<file path="config.mk">
export PLATFORM = sky130hd
export DESIGN_NAME = ftc_regs
export DESIGN_NICKNAME = d
export VERILOG_FILES = /design/src/verilog/ftc_pkg.sv /design/src/verilog/ftc_regs.sv
export SDC_FILE = /design/constraint.sdc
export NUM_CORES = 1
export LEC_CHECK = 0
export BUFFER_PORTS_ARGS = -buffer_cell sky130_fd_sc_hd__buf_2
export CAP_MARGIN = 20
export CORE_AREA = 10 10 130 132
export DETAILED_ROUTE_END_ITERATION = 6
export DIE_AREA = 0 0 140 142
export PLACE_DENSITY = 0.7
export SLEW_MARGIN = 5
export SYNTH_ARGS = -nofsm -noshare
export SYNTH_HDL_FRONTEND = slang
export SYNTH_SLANG_ARGS = --single-unit
</file>
<file path="constraint.sdc">
create_clock -name sys_clk_i -period 3.5 [get_ports sys_clk_i]
set_input_delay 1.05 -clock sys_clk_i [delete_from_list [all_inputs] [get_ports sys_clk_i]]
set_output_delay 1.05 -clock sys_clk_i [all_outputs]
set_load 0.05 [all_outputs]
</file>
<file path="src/verilog/ftc_pkg.sv">
// shared constants for the filter tuning and calibration register bank
package ftc_pkg;
    localparam int          FTC_DW          = 24;
    localparam int          FTC_AW          = 5;
    localparam int          FTC_FRAME_BITS  = 32;
    // register offsets
    localparam logic [4:0]  FTC_OFS_CTRL    = 5'h00;
    localparam logic [4:0]  FTC_OFS_SET     = 5'h02;
    localparam logic [4:0]  FTC_OFS_FINE    = 5'h03;
    localparam logic [4:0]  FTC_OFS_STROBE  = 5'h04;
    localparam logic [4:0]  FTC_OFS_PERIOD  = 5'h05;
    localparam logic [4:0]  FTC_OFS_CORR    = 5'h06;
    localparam logic [4:0]  FTC_OFS_SPARE   = 5'h07;
    // field positions
    localparam int          FTC_SRST_BIT    = 5;
    localparam int          FTC_OPB_LSB     = 0;
    localparam int          FTC_DRB_LSB     = 2;
    localparam int          FTC_GAIN_BIT    = 4;
    localparam int          FTC_SKIP_BIT    = 5;
    localparam int          FTC_RANGE_LSB   = 6;
    localparam int          FTC_ZIN_BIT     = 10;
    localparam int          FTC_SET_W       = 11;
    localparam int          FTC_PERIOD_W    = 15;
    localparam int          FTC_CORR_W      = 9;
    // reset values, plus the coarse range maximum
    localparam logic [1:0]  FTC_OPB_RST     = 2'h1;
    localparam logic [1:0]  FTC_DRB_RST     = 2'h2;
    localparam logic [3:0]  FTC_RANGE_RST   = 4'h0;
    localparam logic [3:0]  FTC_RANGE_MAX   = 4'h8;
    localparam logic [3:0]  FTC_FINE_RST    = 4'h0;
    localparam logic [14:0] FTC_PERIOD_RST  = 15'h0000;
    localparam logic [8:0]  FTC_CORR_RST    = 9'h000;
    // identity word; value is arbitrary
    localparam logic [23:0] FTC_ID_VALUE    = 24'h00_5A5A;
endpackage

</file>
<file path="src/verilog/ftc_regs.sv">
// serial-port register bank for filter settings and calibration control
`timescale 1ns/1ps
module ftc_regs
    import ftc_pkg::*;
(
    // clock and reset
    input  wire logic                       sys_clk_i,
    input  wire logic                       nrst_i,
    // serial port pins
    input  wire logic                       spi_sck_i,
    input  wire logic                       spi_sen_n_i,
    input  wire logic                       spi_sdi_i,
    output logic                            spi_sdo_o,
    // bits held in neighbouring registers
    input  wire logic                       cal_override_en_i,
    input  wire logic                       self_test_mode_enable_i,
    input  wire logic                       zin_lsb_select_i,
    // calibration engine
    input  wire logic [3:0]                 cal_fine_result_i,
    input  wire logic [ftc_pkg::FTC_DW-1:0] cal_count_i,
    input  wire logic                       cal_done_i,
    output logic                            cal_start_o,
    output logic                            calibration_self_test_start_o,
    output logic                            cal_busy_o,
    output logic [14:0]                     cal_period_o,
    output logic [ftc_pkg::FTC_DW-1:0]      cal_count_adj_o,
    // analog settings
    output logic [1:0]                      opamp_bias_o,
    output logic [1:0]                      driver_bias_o,
    output logic                            gain_step_select_o,
    output logic                            filter_skip_o,
    output logic [3:0]                      coarse_range_o,
    output logic [1:0]                      zin_select_o,
    output logic [3:0]                      fine_code_o
);
    import ftc_pkg::*;

    logic [2:0]  sck_sync_r;
    logic [1:0]  sen_sync_r;
    logic [1:0]  sdi_sync_r;
    logic        sen_d_r;
    logic [31:0] rx_sh_r;
    logic [5:0]  rx_cnt_r;
    logic [31:0] tx_sh_r;
    logic [4:0]  rd_addr_r;
    logic [10:0] set_r;
    logic [3:0]  fine_r;
    logic [14:0] period_r;
    logic [8:0]  corr_r;
    logic        srst_r;
    logic        wr_stb;
    logic [4:0]  wr_addr;
    logic [23:0] wr_data;
    logic        sck_rise;
    logic        sck_fall;
    logic        sen_fall;
    logic        sen_rise;
    logic [23:0] rd_data;

    // pins are asynchronous to sys_clk; stage 0 feeds only stage 1
    always_ff @(posedge sys_clk_i) begin
        if (!nrst_i) begin
            sck_sync_r <= 3'h0;
            sen_sync_r <= 2'h3;
            sdi_sync_r <= 2'h0;
            sen_d_r    <= 1'b1;
        end else begin
            sck_sync_r <= {sck_sync_r[1:0], spi_sck_i};
            sen_sync_r <= {sen_sync_r[0], spi_sen_n_i};
            sdi_sync_r <= {sdi_sync_r[0], spi_sdi_i};
            sen_d_r    <= sen_sync_r[1];
        end
    end

    assign sck_rise = sck_sync_r[1] & ~sck_sync_r[2];
    assign sck_fall = ~sck_sync_r[1] & sck_sync_r[2];
    assign sen_fall = ~sen_sync_r[1] & sen_d_r;
    assign sen_rise = sen_sync_r[1] & ~sen_d_r;

    // frame: 24 data bits msb first, 5-bit address, 3 ignored bits
    always_ff @(posedge sys_clk_i) begin
        if (!nrst_i) begin
            rx_sh_r  <= 32'h0000_0000;
            rx_cnt_r <= 6'h00;
        end else if (sen_fall) begin
            rx_cnt_r <= 6'h00;
        end else if (sck_rise && !sen_sync_r[1]) begin
            rx_sh_r <= {rx_sh_r[30:0], sdi_sync_r[1]};
            if (rx_cnt_r != 6'h3F) begin
                rx_cnt_r <= rx_cnt_r + 6'h01;
            end
        end
    end

    // short or long frames are dropped rather than half-applied
    assign wr_stb  = sen_rise && (rx_cnt_r == 6'(FTC_FRAME_BITS));
    assign wr_addr = rx_sh_r[7:3];
    assign wr_data = rx_sh_r[31:8];

    // soft reset bit is level-held until the host clears it
    always_ff @(posedge sys_clk_i) begin
        if (!nrst_i) begin
            rd_addr_r <= 5'h00;
            srst_r    <= 1'b0;
        end else if (wr_stb && wr_addr == FTC_OFS_CTRL) begin
            rd_addr_r <= wr_data[4:0];
            srst_r    <= wr_data[FTC_SRST_BIT];
        end
    end

    // writable storage; only the documented field widths are kept
    always_ff @(posedge sys_clk_i) begin
        if (!nrst_i || srst_r) begin
            set_r    <= {1'b0, FTC_RANGE_RST, 1'b0, 1'b0, FTC_DRB_RST, FTC_OPB_RST};
            fine_r   <= FTC_FINE_RST;
            period_r <= FTC_PERIOD_RST;
            corr_r   <= FTC_CORR_RST;
        end else if (wr_stb) begin
            unique case (wr_addr)
                FTC_OFS_SET:    set_r    <= wr_data[FTC_SET_W-1:0];
                FTC_OFS_FINE:   fine_r   <= wr_data[3:0];
                FTC_OFS_PERIOD: period_r <= wr_data[FTC_PERIOD_W-1:0];
                FTC_OFS_CORR:   corr_r   <= wr_data[FTC_CORR_W-1:0];
                default: ;
            endcase
        end
    end

    // strobe holds no data and reads back as zero
    always_comb begin
        rd_data = 24'h00_0000;
        unique case (rd_addr_r)
            FTC_OFS_CTRL:   rd_data = FTC_ID_VALUE;
            FTC_OFS_SET:    rd_data = {13'h0000, set_r};
            FTC_OFS_FINE:   rd_data = {20'h0_0000, fine_r};
            FTC_OFS_PERIOD: rd_data = {9'h000, period_r};
            FTC_OFS_CORR:   rd_data = {15'h0000, corr_r};
            default:        rd_data = 24'h00_0000;
        endcase
    end

    // read data is loaded at frame start and shifted on falling sck
    always_ff @(posedge sys_clk_i) begin
        if (!nrst_i) begin
            tx_sh_r <= 32'h0000_0000;
        end else if (sen_fall) begin
            tx_sh_r <= {rd_data, 8'h00};
        end else if (sck_fall && !sen_sync_r[1]) begin
            tx_sh_r <= {tx_sh_r[30:0], 1'b0};
        end
    end

    always_ff @(posedge sys_clk_i) begin
        if (!nrst_i) begin
            spi_sdo_o <= 1'b0;
        end else begin
            spi_sdo_o <= tx_sh_r[31];
        end
    end

    // start pulses; a new strobe while busy restarts the engine
    always_ff @(posedge sys_clk_i) begin
        if (!nrst_i) begin
            cal_start_o                   <= 1'b0;
            calibration_self_test_start_o <= 1'b0;
        end else begin
            cal_start_o                   <= wr_stb && wr_addr == FTC_OFS_STROBE
                                             && !self_test_mode_enable_i;
            calibration_self_test_start_o <= wr_stb && wr_addr == FTC_OFS_STROBE
                                             && self_test_mode_enable_i;
        end
    end

    // start wins over a done arriving in the same cycle
    always_ff @(posedge sys_clk_i) begin
        if (!nrst_i || srst_r) begin
            cal_busy_o <= 1'b0;
        end else if (cal_start_o || calibration_self_test_start_o) begin
            cal_busy_o <= 1'b1;
        end else if (cal_done_i) begin
            cal_busy_o <= 1'b0;
        end
    end

    // settings and engine-facing values, all registered
    always_ff @(posedge sys_clk_i) begin
        if (!nrst_i) begin
            opamp_bias_o       <= FTC_OPB_RST;
            driver_bias_o      <= FTC_DRB_RST;
            gain_step_select_o <= 1'b0;
            filter_skip_o      <= 1'b0;
            coarse_range_o     <= FTC_RANGE_RST;
            zin_select_o       <= 2'h0;
            fine_code_o        <= FTC_FINE_RST;
            cal_period_o       <= FTC_PERIOD_RST;
            cal_count_adj_o    <= 24'h00_0000;
        end else begin
            opamp_bias_o       <= set_r[FTC_OPB_LSB +: 2];
            driver_bias_o      <= set_r[FTC_DRB_LSB +: 2];
            gain_step_select_o <= set_r[FTC_GAIN_BIT];
            filter_skip_o      <= set_r[FTC_SKIP_BIT];
            coarse_range_o     <= set_r[FTC_RANGE_LSB +: 4];
            zin_select_o       <= {set_r[FTC_ZIN_BIT], zin_lsb_select_i};
            fine_code_o        <= cal_override_en_i ? fine_r : cal_fine_result_i;
            cal_period_o       <= period_r;
            // sign-extended add, applied the same for every range setting
            cal_count_adj_o    <= cal_count_i + {{15{corr_r[8]}}, corr_r};
        end
    end

    // ---- checks ----
    a_strobe_cal_start: assert property (@(posedge sys_clk_i) disable iff (!nrst_i)
        wr_stb && wr_addr == FTC_OFS_STROBE && !self_test_mode_enable_i |=> cal_start_o)
        else $error("strobe write did not start calibration");
    a_strobe_self_test: assert property (@(posedge sys_clk_i) disable iff (!nrst_i)
        wr_stb && wr_addr == FTC_OFS_STROBE && self_test_mode_enable_i
        |=> calibration_self_test_start_o && !cal_start_o)
        else $error("strobe in self-test mode did not start self-test");
    a_start_one_cycle: assert property (@(posedge sys_clk_i) disable iff (!nrst_i)
        cal_start_o |=> !cal_start_o)
        else $error("start pulse longer than one cycle");
    a_busy_after_start: assert property (@(posedge sys_clk_i) disable iff (!nrst_i || srst_r)
        $rose(cal_start_o) |=> cal_busy_o)
        else $error("busy not raised after start");
    a_fine_override_sel: assert property (@(posedge sys_clk_i) disable iff (!nrst_i)
        cal_override_en_i |=> fine_code_o == $past(fine_r))
        else $error("override code not applied");
    a_fine_cal_sel: assert property (@(posedge sys_clk_i) disable iff (!nrst_i)
        !cal_override_en_i |=> fine_code_o == $past(cal_fine_result_i))
        else $error("override code used without enable");
    a_corr_signed_add: assert property (@(posedge sys_clk_i) disable iff (!nrst_i)
        1'b1 |=> cal_count_adj_o == $past(cal_count_i) + {{15{$past(corr_r[8])}}, $past(corr_r)})
        else $error("correction not added as signed value");
    a_period_reset_zero: assert property (@(posedge sys_clk_i)
        !nrst_i |=> period_r == 15'h0000 && corr_r == 9'h000)
        else $error("period or correction not zero after reset");
    a_settings_reset: assert property (@(posedge sys_clk_i)
        !nrst_i ##1 nrst_i |=> opamp_bias_o == 2'h1 && driver_bias_o == 2'h2
        && !gain_step_select_o && !filter_skip_o && coarse_range_o == 4'h0)
        else $error("settings outputs wrong after reset");
    a_zin_combine: assert property (@(posedge sys_clk_i) disable iff (!nrst_i)
        1'b1 |=> zin_select_o == {$past(set_r[10]), $past(zin_lsb_select_i)})
        else $error("impedance select not combined");
    a_set_upper_zero: assert property (@(posedge sys_clk_i) disable iff (!nrst_i)
        rd_addr_r == FTC_OFS_SET |-> rd_data[23:11] == 13'h0000)
        else $error("unused settings bits not zero");
    a_strobe_reads_zero: assert property (@(posedge sys_clk_i) disable iff (!nrst_i)
        rd_addr_r == FTC_OFS_STROBE || rd_addr_r == FTC_OFS_SPARE |-> rd_data == 24'h00_0000)
        else $error("strobe or spare slot not reading zero");

    c_cal_run: cover property (@(posedge sys_clk_i) disable iff (!nrst_i)
        cal_start_o ##[1:1000] cal_done_i);
    c_self_test: cover property (@(posedge sys_clk_i) disable iff (!nrst_i)
        calibration_self_test_start_o);
    c_set_write: cover property (@(posedge sys_clk_i) disable iff (!nrst_i)
        wr_stb && wr_addr == FTC_OFS_SET);
    c_neg_corr: cover property (@(posedge sys_clk_i) disable iff (!nrst_i)
        corr_r[8]);
endmodule

</file>
* After elaboration in Yosys (flattened, before gate mapping)
Cells that the tools add are included.
Operators by class: bitwise gates (word level) 10, add/sub/neg operators 2, reduce and logical (&&, ||, !) cells 23, eq/ne operators 11, multiplexer cells 6
Operator list (count):
- 15-bit one-hot mux with 5 select lines | 1
- 32-bit two-way mux | 2
- 5-bit by 3-bit equality test with 1-bit output (second input constant) | 5
- 24-bit adder | 1
- 5-bit by 2-bit equality test with 1-bit output (second input constant) | 4
- 2-bit AND reduction | 6
- 5-bit logical NOT | 2
- 1-bit logical AND | 7
- 6-bit by 1-bit adder with 6-bit output (second input constant) | 1
- 6-bit equality test (second input constant) | 1
- 6-bit inequality test (second input constant) | 1
- 1-bit inverter | 6
- 1-bit AND | 4
- 4-bit two-way mux | 1
- 2-bit nonzero test | 2
- 1-bit logical NOT | 3
- 1-bit logical OR | 2
- 1-bit two-way mux | 2
- 2-bit OR reduction | 1
Word-level totals: input bits 37, bits in registers 165, word-level logic and storage cells 78

* Longest topological paths before layout
Gate-level depths: netlist (run 1).
word-level depth 5, gate-level depth with buffers 9, gate-level depth less buffers 8

* Least setup slack after synthesis (run 1)
OpenSTA, ideal clock, no wires.
path kind input -> register, from input port cal_count_i[0] (netlist bit), to register cal_count_adj_o[22] (netlist bit), library setup time 71 ps, path buffers 0, data arrival time 2772 ps, slack 657 ps, stages 8, required time 3429 ps, cells stage by stage ha_1 fa_1 a21o_1 a31o_2 nand3_1 a31oi_1 or3b_1 a21oi_1
On the way: cells in the longest elaborated chain, start to end 1
Ends and longest elaborated chain:
- from (decl) | line ftc_regs.sv:20 | input wire logic [ftc_pkg::FTC_DW-1:0] cal_count_i,
- 24-bit adder | line ftc_regs.sv:207 | cal_count_adj_o <= cal_count_i + {{15{corr_r[8]}}, corr_r};
- to (signal assigned) | line ftc_regs.sv:207
- to (decl) | line ftc_regs.sv:26 | output logic [ftc_pkg::FTC_DW-1:0] cal_count_adj_o,
Every way passes these cells. A chain may end at the register's enable or synchronous reset.

* Worst setup path in the final report (run 1)
from input port cal_count_i[0] (netlist bit), to register cal_count_adj_o[16] (netlist bit)
Same word-level chain as after synthesis.

==> impl_metrics.json, run 1 <==
{
  "status": "completed",
  "met1_length_um": 8030,
  "grt_max_degree": 38,
  "cp.required_ps": 3860,
  "finalSetupTns_ps": 0,
  "hold_path_class": "reg2reg",
  "synth-edff-count": 0,
  "min_period_ps": 2700,
  "drv_slew": 0,
  "syn_avg_cell_area_sq_um": 8.73,
  "peakVddDrop_mv": 0.345,
  "finalWirelength_um": 17100,
  "synth-seq-cells": 165,
  "timing.final.ws_setup_ps": 797,
  "final_common_cell": "dfxtp_1",
  "setup_viol": 0,
  "cts_tree": "built",
  "ant_nets": 0,
  "cp-start-kind": "input pin",
  "numCtsBuffers": 17,
  "grtUsageTotal": 0.172,
  "async_flop_share": 0,
  "slew_headroom": 0.311,
  "critPathMaxFanout": 5,
  "grt_remaining_overflow": 0,
  "topRoutingLayerUsed": "met4",
  "switching_share": 0.257,
  "worst_slew_pin_slew_ps": 1030,
  "start_util": 0.490,
  "met2_length_um": 7840,
  "layout.nets": 945,
  "cap_viol_max_count": 0,
  "p_switching_mw": 1.01,
  "vias": 5854,
  "comb_power_share": 0.059,
  "pwr-share-clk": 0.453,
  "firstDrtPassIters": 6,
  "htree_levels": 4,
  "clk_pin_slew_ps": 70,
  "die_area_sq_um": 19900,
  "synth.area.top_cells": "dfxtp_1 (47%), nand2_1 (8.3%), a21oi_1 (6.6%), ha_1 (4.5%), nor2_1 (4.2%)",
  "place_congestion": 0.868,
  "ys.flop_type": "dfxtp_1",
  "hold_violations": 0,
  "die_x_um": 140,
  "cp.arrival_ps": 3060,
  "clkSinkCount": 165,
  "dp_hpwl_um": 12000,
  "hold_buffers": 0,
  "drt_iter0_drc": 369,
  "hold_ws_ps": 407,
  "drc": 0,
  "layout_common_cells": "dfxtp_1 (165), nand2_1 (155), buf_2 (95)",
  "wl_per_cell_um": 15.9,
  "leakagePower_nw": 3.41,
  "synth_fp_nets": 866,
  "cts_buffer_depth": 2,
  "yosys.cell_types.count": 60,
  "drive_gt1_frac": 0.166,
  "clk_latency_ps": 430,
  "max_freq_ghz": 0.370,
  "io_buffers": 95,
  "yosysSeqAreaShare": 0.471,
  "grt_pass1_vias": 5571,
  "yosys.area.top_type_share": 0.471,
  "total_power_mw": 3.93,
  "rsz0062_at_grt": "false",
  "route.met3.wl_um": 1010,
  "syn_inst": 803,
  "cp-end-kind": "register",
  "grt_antenna_before_repair": 0,
  "crit_type": "in2reg",
  "grt_pass1_wl_um": 28300,
  "core_area_sq_um": 14300,
  "syn2layout_area_growth_pct": 16.3,
  "rows": 44,
  "num_io_pins": 96,
  "num_antenna_cells": 0,
  "seq_power_share": 0.488,
  "cts_resized": 0,
  "netlist_area_sq_um": 7010,
  "fin_crit_sh": 0.772,
  "cts_root_buf": "clkbuf_16",
  "die_h_um": 142,
  "via_per_inst": 5.43,
  "power.internal_mw": 2.92,
  "yosys.area.top_type": "dfxtp_1",
  "worst_clock_skew_ps": 6.90,
  "postCtsSetupRepairBufs": 0,
  "pre_cts_ws_ps": 401,
  "p_per_area_nw_per_um2": 482,
  "yosysWarnings": 0
}
synthesized netlist by cell type (all sizes together), types with 10 or more instances:
master,count
mux2i,28
o21ai,25
clkbuf,30
xnor2,11
and2,39
nand2,156
a21oi,92
buf,10
dfxtp,165
nand3,13
nor2,78
nand4,10
ha,25
a22oi,14
power groups by stage:
stage | registers, mW | clock network (mW) | logic [mW]
after global routing | 1.92 | 1.90 | 0.253
after CTS | 1.92 | 1.82 | 0.233
after detailed placement | 1.96 | 0 | 0.233
after global placement | 1.96 | 0 | 0.231
after floorplan | 2.02 | 0 | 0.102
final | 1.92 | 1.78 | 0.232
registers in the layout, summed over array words and instances (netlist names), 6 cells and up:
| register | count |
|---|---|
| cal_count_adj_o | 24 |
| cal_period_o | 15 |
| corr_r | 9 |
| period_r | 15 |
| rx_cnt_r | 6 |
| rx_sh_r | 23 |
| set_r | 11 |
| tx_sh_r | 24 |
per-stage QoR:
stage / std cells / utilization / cell area (sq um)
finish: 1079 / 0.570 / 8150
detailed placement: 1047 / 0.530 / 7590
global route: 1079 / 0.570 / 8150
global placement: 1047 / 0.530 / 7590
floorplan: 803 / - / 7010
CTS: 1079 / 0.570 / 8150
final cells by class:
cell class | instances | area (sq um)
tap | 184 | 230
sequential | 165 | 3300
timing repair buffer | 100 | 513
clock inverter | 15 | 139
clock buffer | 17 | 425
inverter | 8 | 30.0
multi-input combinational | 590 | 3510
fill | 1349 | 6160
metal layers:
layer	up-vias	global-route usage
li1	2923	-
met1	2735	0.224
met2	174	0.270
met3	22	0.0404
met4	0	0.0663
met5	-	0
kinds of logic after synthesis:
logic type	synth area share
flops	0.471
fa+ha+maj	0.0475
compound gates	0.160
mux	0.0416
simple gates	0.227
xor+xnor	0.0250
buf+inv	0.0282
critical path, cell delays in order:
cell and delay (ps):
buf_2 100, ha_1 230, fa_1 410, a21o_1 200, a31o_2 290, and3b_1 180
nor2_1 200, o31a_1 180, mux2i_1 210
final timing paths:
check	start	endpoint	slack (ps)	cells past startpoint
min reg2reg	sen_sync_r[0]$_SDFF_PN1_	sen_sync_r[1]$_SDFF_PN1_	410	1
min	sen_sync_r[0]$_SDFF_PN1_	sen_sync_r[1]$_SDFF_PN1_	410	1
max	cal_count_i[0]	cal_count_adj_o[16]$_SDFF_PN0_	800	9
max reg2reg	corr_r[8]$_SDFFE_PP0P_	cal_count_adj_o[23]$_SDFF_PN0_	1050	7
Note: power is estimated with default switching activity, not from simulation.
==> run 2, diff against run 1 <==
- ABC_AREA: default -> 1
- CORE_AREA: 10 10 130 132 -> 10 10 134 136
- DIE_AREA: 0 0 140 142 -> 0 0 144 146
- clock period: 3.5 -> 2.7 ns (I/O delays scaled with it)
==> run 2 against run 1 <==
Against the previous run:
- via count is 18% higher
- highest routed layer unchanged
- largest cell class unchanged
- combinational power is 41% higher
- clock power is 35% higher
==> impl_metrics.json, run 2 <==
{
  "num_antenna_cells": 0,
  "reg_top3": "cal_count_adj_o: 24 flops, tx_sh_r: 24 flops, rx_sh_r: 23 flops",
  "drive_gt1_frac": 0.139,
  "crit_start": "cal_count_i[0]",
  "cp.required_ps": 3060,
  "start_util": 0.488,
  "die_h_um": 146,
  "grt_remaining_overflow": 0,
  "place_congestion": 0.899,
  "grt_antenna_before_repair": 0,
  "numCtsBuffers": 17,
  "r2r_end": "cal_count_adj_o[12]$_SDFF_PN0_",
  "worst_slew_pin_slew_ps": 546,
  "yosysSeqAreaShare": 0.437,
  "clkSinkCount": 165,
  "core_area_sq_um": 15500,
  "pwr-share-clk": 0.460,
  "postCtsSetupRepairBufs": 0,
  "io_buffers": 95,
  "dp_hpwl_um": 13900,
  "endpoint": "cal_count_adj_o[12]$_SDFF_PN0_",
  "max_freq_ghz": 0.478,
  "netlist_top_cells_count": "nand2_1 (223), inv_1 (180), dfxtp_1 (165)",
  "cts_tree": "built",
  "power.internal_mw": 3.97,
  "grt_pass1_wl_um": 31200,
  "synth_fp_nets": 1127,
  "yosysWarnings": 0,
  "via_per_inst": 5.07,
  "leakagePower_nw": 4.34,
  "wl_per_cell_um": 13.9,
  "htree_levels": 4,
  "drv_slew": 0,
  "async_flop_share": 0,
  "cp-end-kind": "register",
  "cp-start-kind": "input pin",
  "peakVddDrop_mv": 0.440,
  "cts_root_buf": "clkbuf_16",
  "die_x_um": 144,
  "synth_most_common_cell": "nand2_1",
  "synth-seq-cells": 165,
  "syn_avg_cell_area_sq_um": 7.10,
  "yosys.area.top_type": "dfxtp_1",
  "yosys.area.top_type_share": 0.437,
  "grtUsageTotal": 0.183,
  "yosys.cell_types.count": 36,
  "p_switching_mw": 1.25,
  "rows": 46,
  "drc": 0,
  "crit_type": "in2reg",
  "cap_viol_max_count": 0,
  "ys.flop_type": "dfxtp_1",
  "r2r-start": "corr_r[0]$_SDFFE_PP0P_",
  "synth-edff-count": 0,
  "switching_share": 0.240,
  "ant_nets": 0,
  "layout_common_cells": "nand2_1 (223), inv_1 (180), dfxtp_1 (165)",
  "drt_iter0_drc": 565,
  "vias": 6908,
  "comb_power_share": 0.063,
  "rsz0062_at_grt": "false",
  "fin_crit_sh": 0.774,
  "layout.nets": 1220,
  "cts_buffer_depth": 2,
  "min_period_ps": 2090,
  "post-route-util": 0.568,
  "clk_pin_slew_ps": 60,
  "cp.arrival_ps": 2450,
  "hold_ws_ps": 417,
  "critPathMaxFanout": 4,
  "grt_pass1_vias": 6343,
  "slew_headroom": 0.633,
  "grt_max_degree": 103,
  "die_area_sq_um": 21000,
  "firstDrtPassIters": 5,
  "status": "completed",
  "clk_latency_ps": 430,
  "seq_power_share": 0.477,
  "hold_path_class": "reg2reg",
  "finalSetupTns_ps": 0,
  "hold_buffers": 0,
  "cts_resized": 0,
  "worst_clock_skew_ps": 13.9,
  "rrSetupSlack_ps": 720,
  "final_common_cell": "nand2_1",
  "p_per_area_nw_per_um2": 594,
  "syn_inst": 1064,
  "syn2layout_area_growth_pct": 16.4,
  "num_io_pins": 96,
  "nFillCells": 1514,
  "netlist_area_sq_um": 7560,
  "synth.area.top_cells": "dfxtp_1 (44%), nand2_1 (11%), inv_1 (8.9%), o21ai_0 (8.0%), a21oi_1 (6.2%)",
  "hold_violations": 0,
  "finalWirelength_um": 18900,
  "rr_worst_depth": 11,
  "setup_viol": 0
}
run 2: cell count changes after synthesis, moves of 11 or more:
cell / previous run / this run
clkbuf_1: 29 / 18
nand3_1: 13 / 42
and2_1: 38 / 0
nand2_1: 155 / 223
o21ai_0: 24 / 121
a22oi_1: 14 / 0
inv_1: 8 / 180
mux2i_1: 28 / 0
nor2_1: 78 / 110
run 2: how the worst min path moves through the flow:
stage                                  start                       end  slack [ps]  cells after the start
floorplan           sck_sync_r[0]$_SDFF_PN0_  sck_sync_r[1]$_SDFF_PN0_         390                      2
global placement    sdi_sync_r[0]$_SDFF_PN0_  sdi_sync_r[1]$_SDFF_PN0_         390                      2
detailed placement  sen_sync_r[0]$_SDFF_PN1_  sen_sync_r[1]$_SDFF_PN1_         410                      1
CTS                 sen_sync_r[0]$_SDFF_PN1_  sen_sync_r[1]$_SDFF_PN1_         420                      1
global route        sck_sync_r[0]$_SDFF_PN0_  sck_sync_r[1]$_SDFF_PN0_         440                      2
finish              sdi_sync_r[0]$_SDFF_PN0_  sdi_sync_r[1]$_SDFF_PN0_         420                      2
run 2: final cells by class:
type                    instances  area (sq um)  area share
clock buffers                  20           447      0.0508
clock inverters                12           140      0.0159
inverters                     182           683      0.0777
multi-input cells             686          3420       0.389
flip-flops and latches        165          3300       0.375
well taps                     192           240      0.0273
repair buffers                105           563      0.0640
run 2: critical path: stages:
cell and delay (ps):
buf_2 100, ha_1 240, fa_1 430, nand2_1 100, nand2_1 70, nand2_1 90
nor2_1 90, nor2_1 160, o21ai_0 130, nand2_1 90, nand2_1 50, nor2_1 80
run 2: per-stage QoR:
step | instances | total power, mW | setup WS, ps | area [sq um]
after floorplan | 1064 | 2.77 | 504 | 7560
final | 1362 | 5.22 | 609 | 8800
after global routing | 1362 | 5.41 | 447 | 8800
after detailed placement | 1330 | 2.87 | 194 | 8210
after CTS | 1362 | 5.27 | 641 | 8800
after global placement | 1330 | 2.87 | 258 | 8210
run 2: cell families after synthesis:
group | Yosys count | share of synthesized area
and+or+nand+nor | 420 | 0.238
adders and majority gates | 26 | 0.0440
xor gates and xnor gates | 2 | 0.00232
DFF | 165 | 0.437
AOI/OAI and AO/OA | 238 | 0.168
buffers and inverters | 213 | 0.110
run 2: metal layers:
metal  global-route usage  share of wire  vias up
met5                    0              0        -
met4               0.0628          0.017        0
met3               0.0509          0.091       25
met2                0.266           0.42      254
met1                0.253           0.47     3032
li1                     -              -     3597
run 2: power groups by stage:
stage	clock network [mW]	registers [mW]	logic, mW
finish	2.40	2.49	0.328
global route	2.55	2.49	0.364
CTS	2.45	2.49	0.331
detailed placement	0	2.54	0.330
global placement	0	2.54	0.327
floorplan	0	2.62	0.147
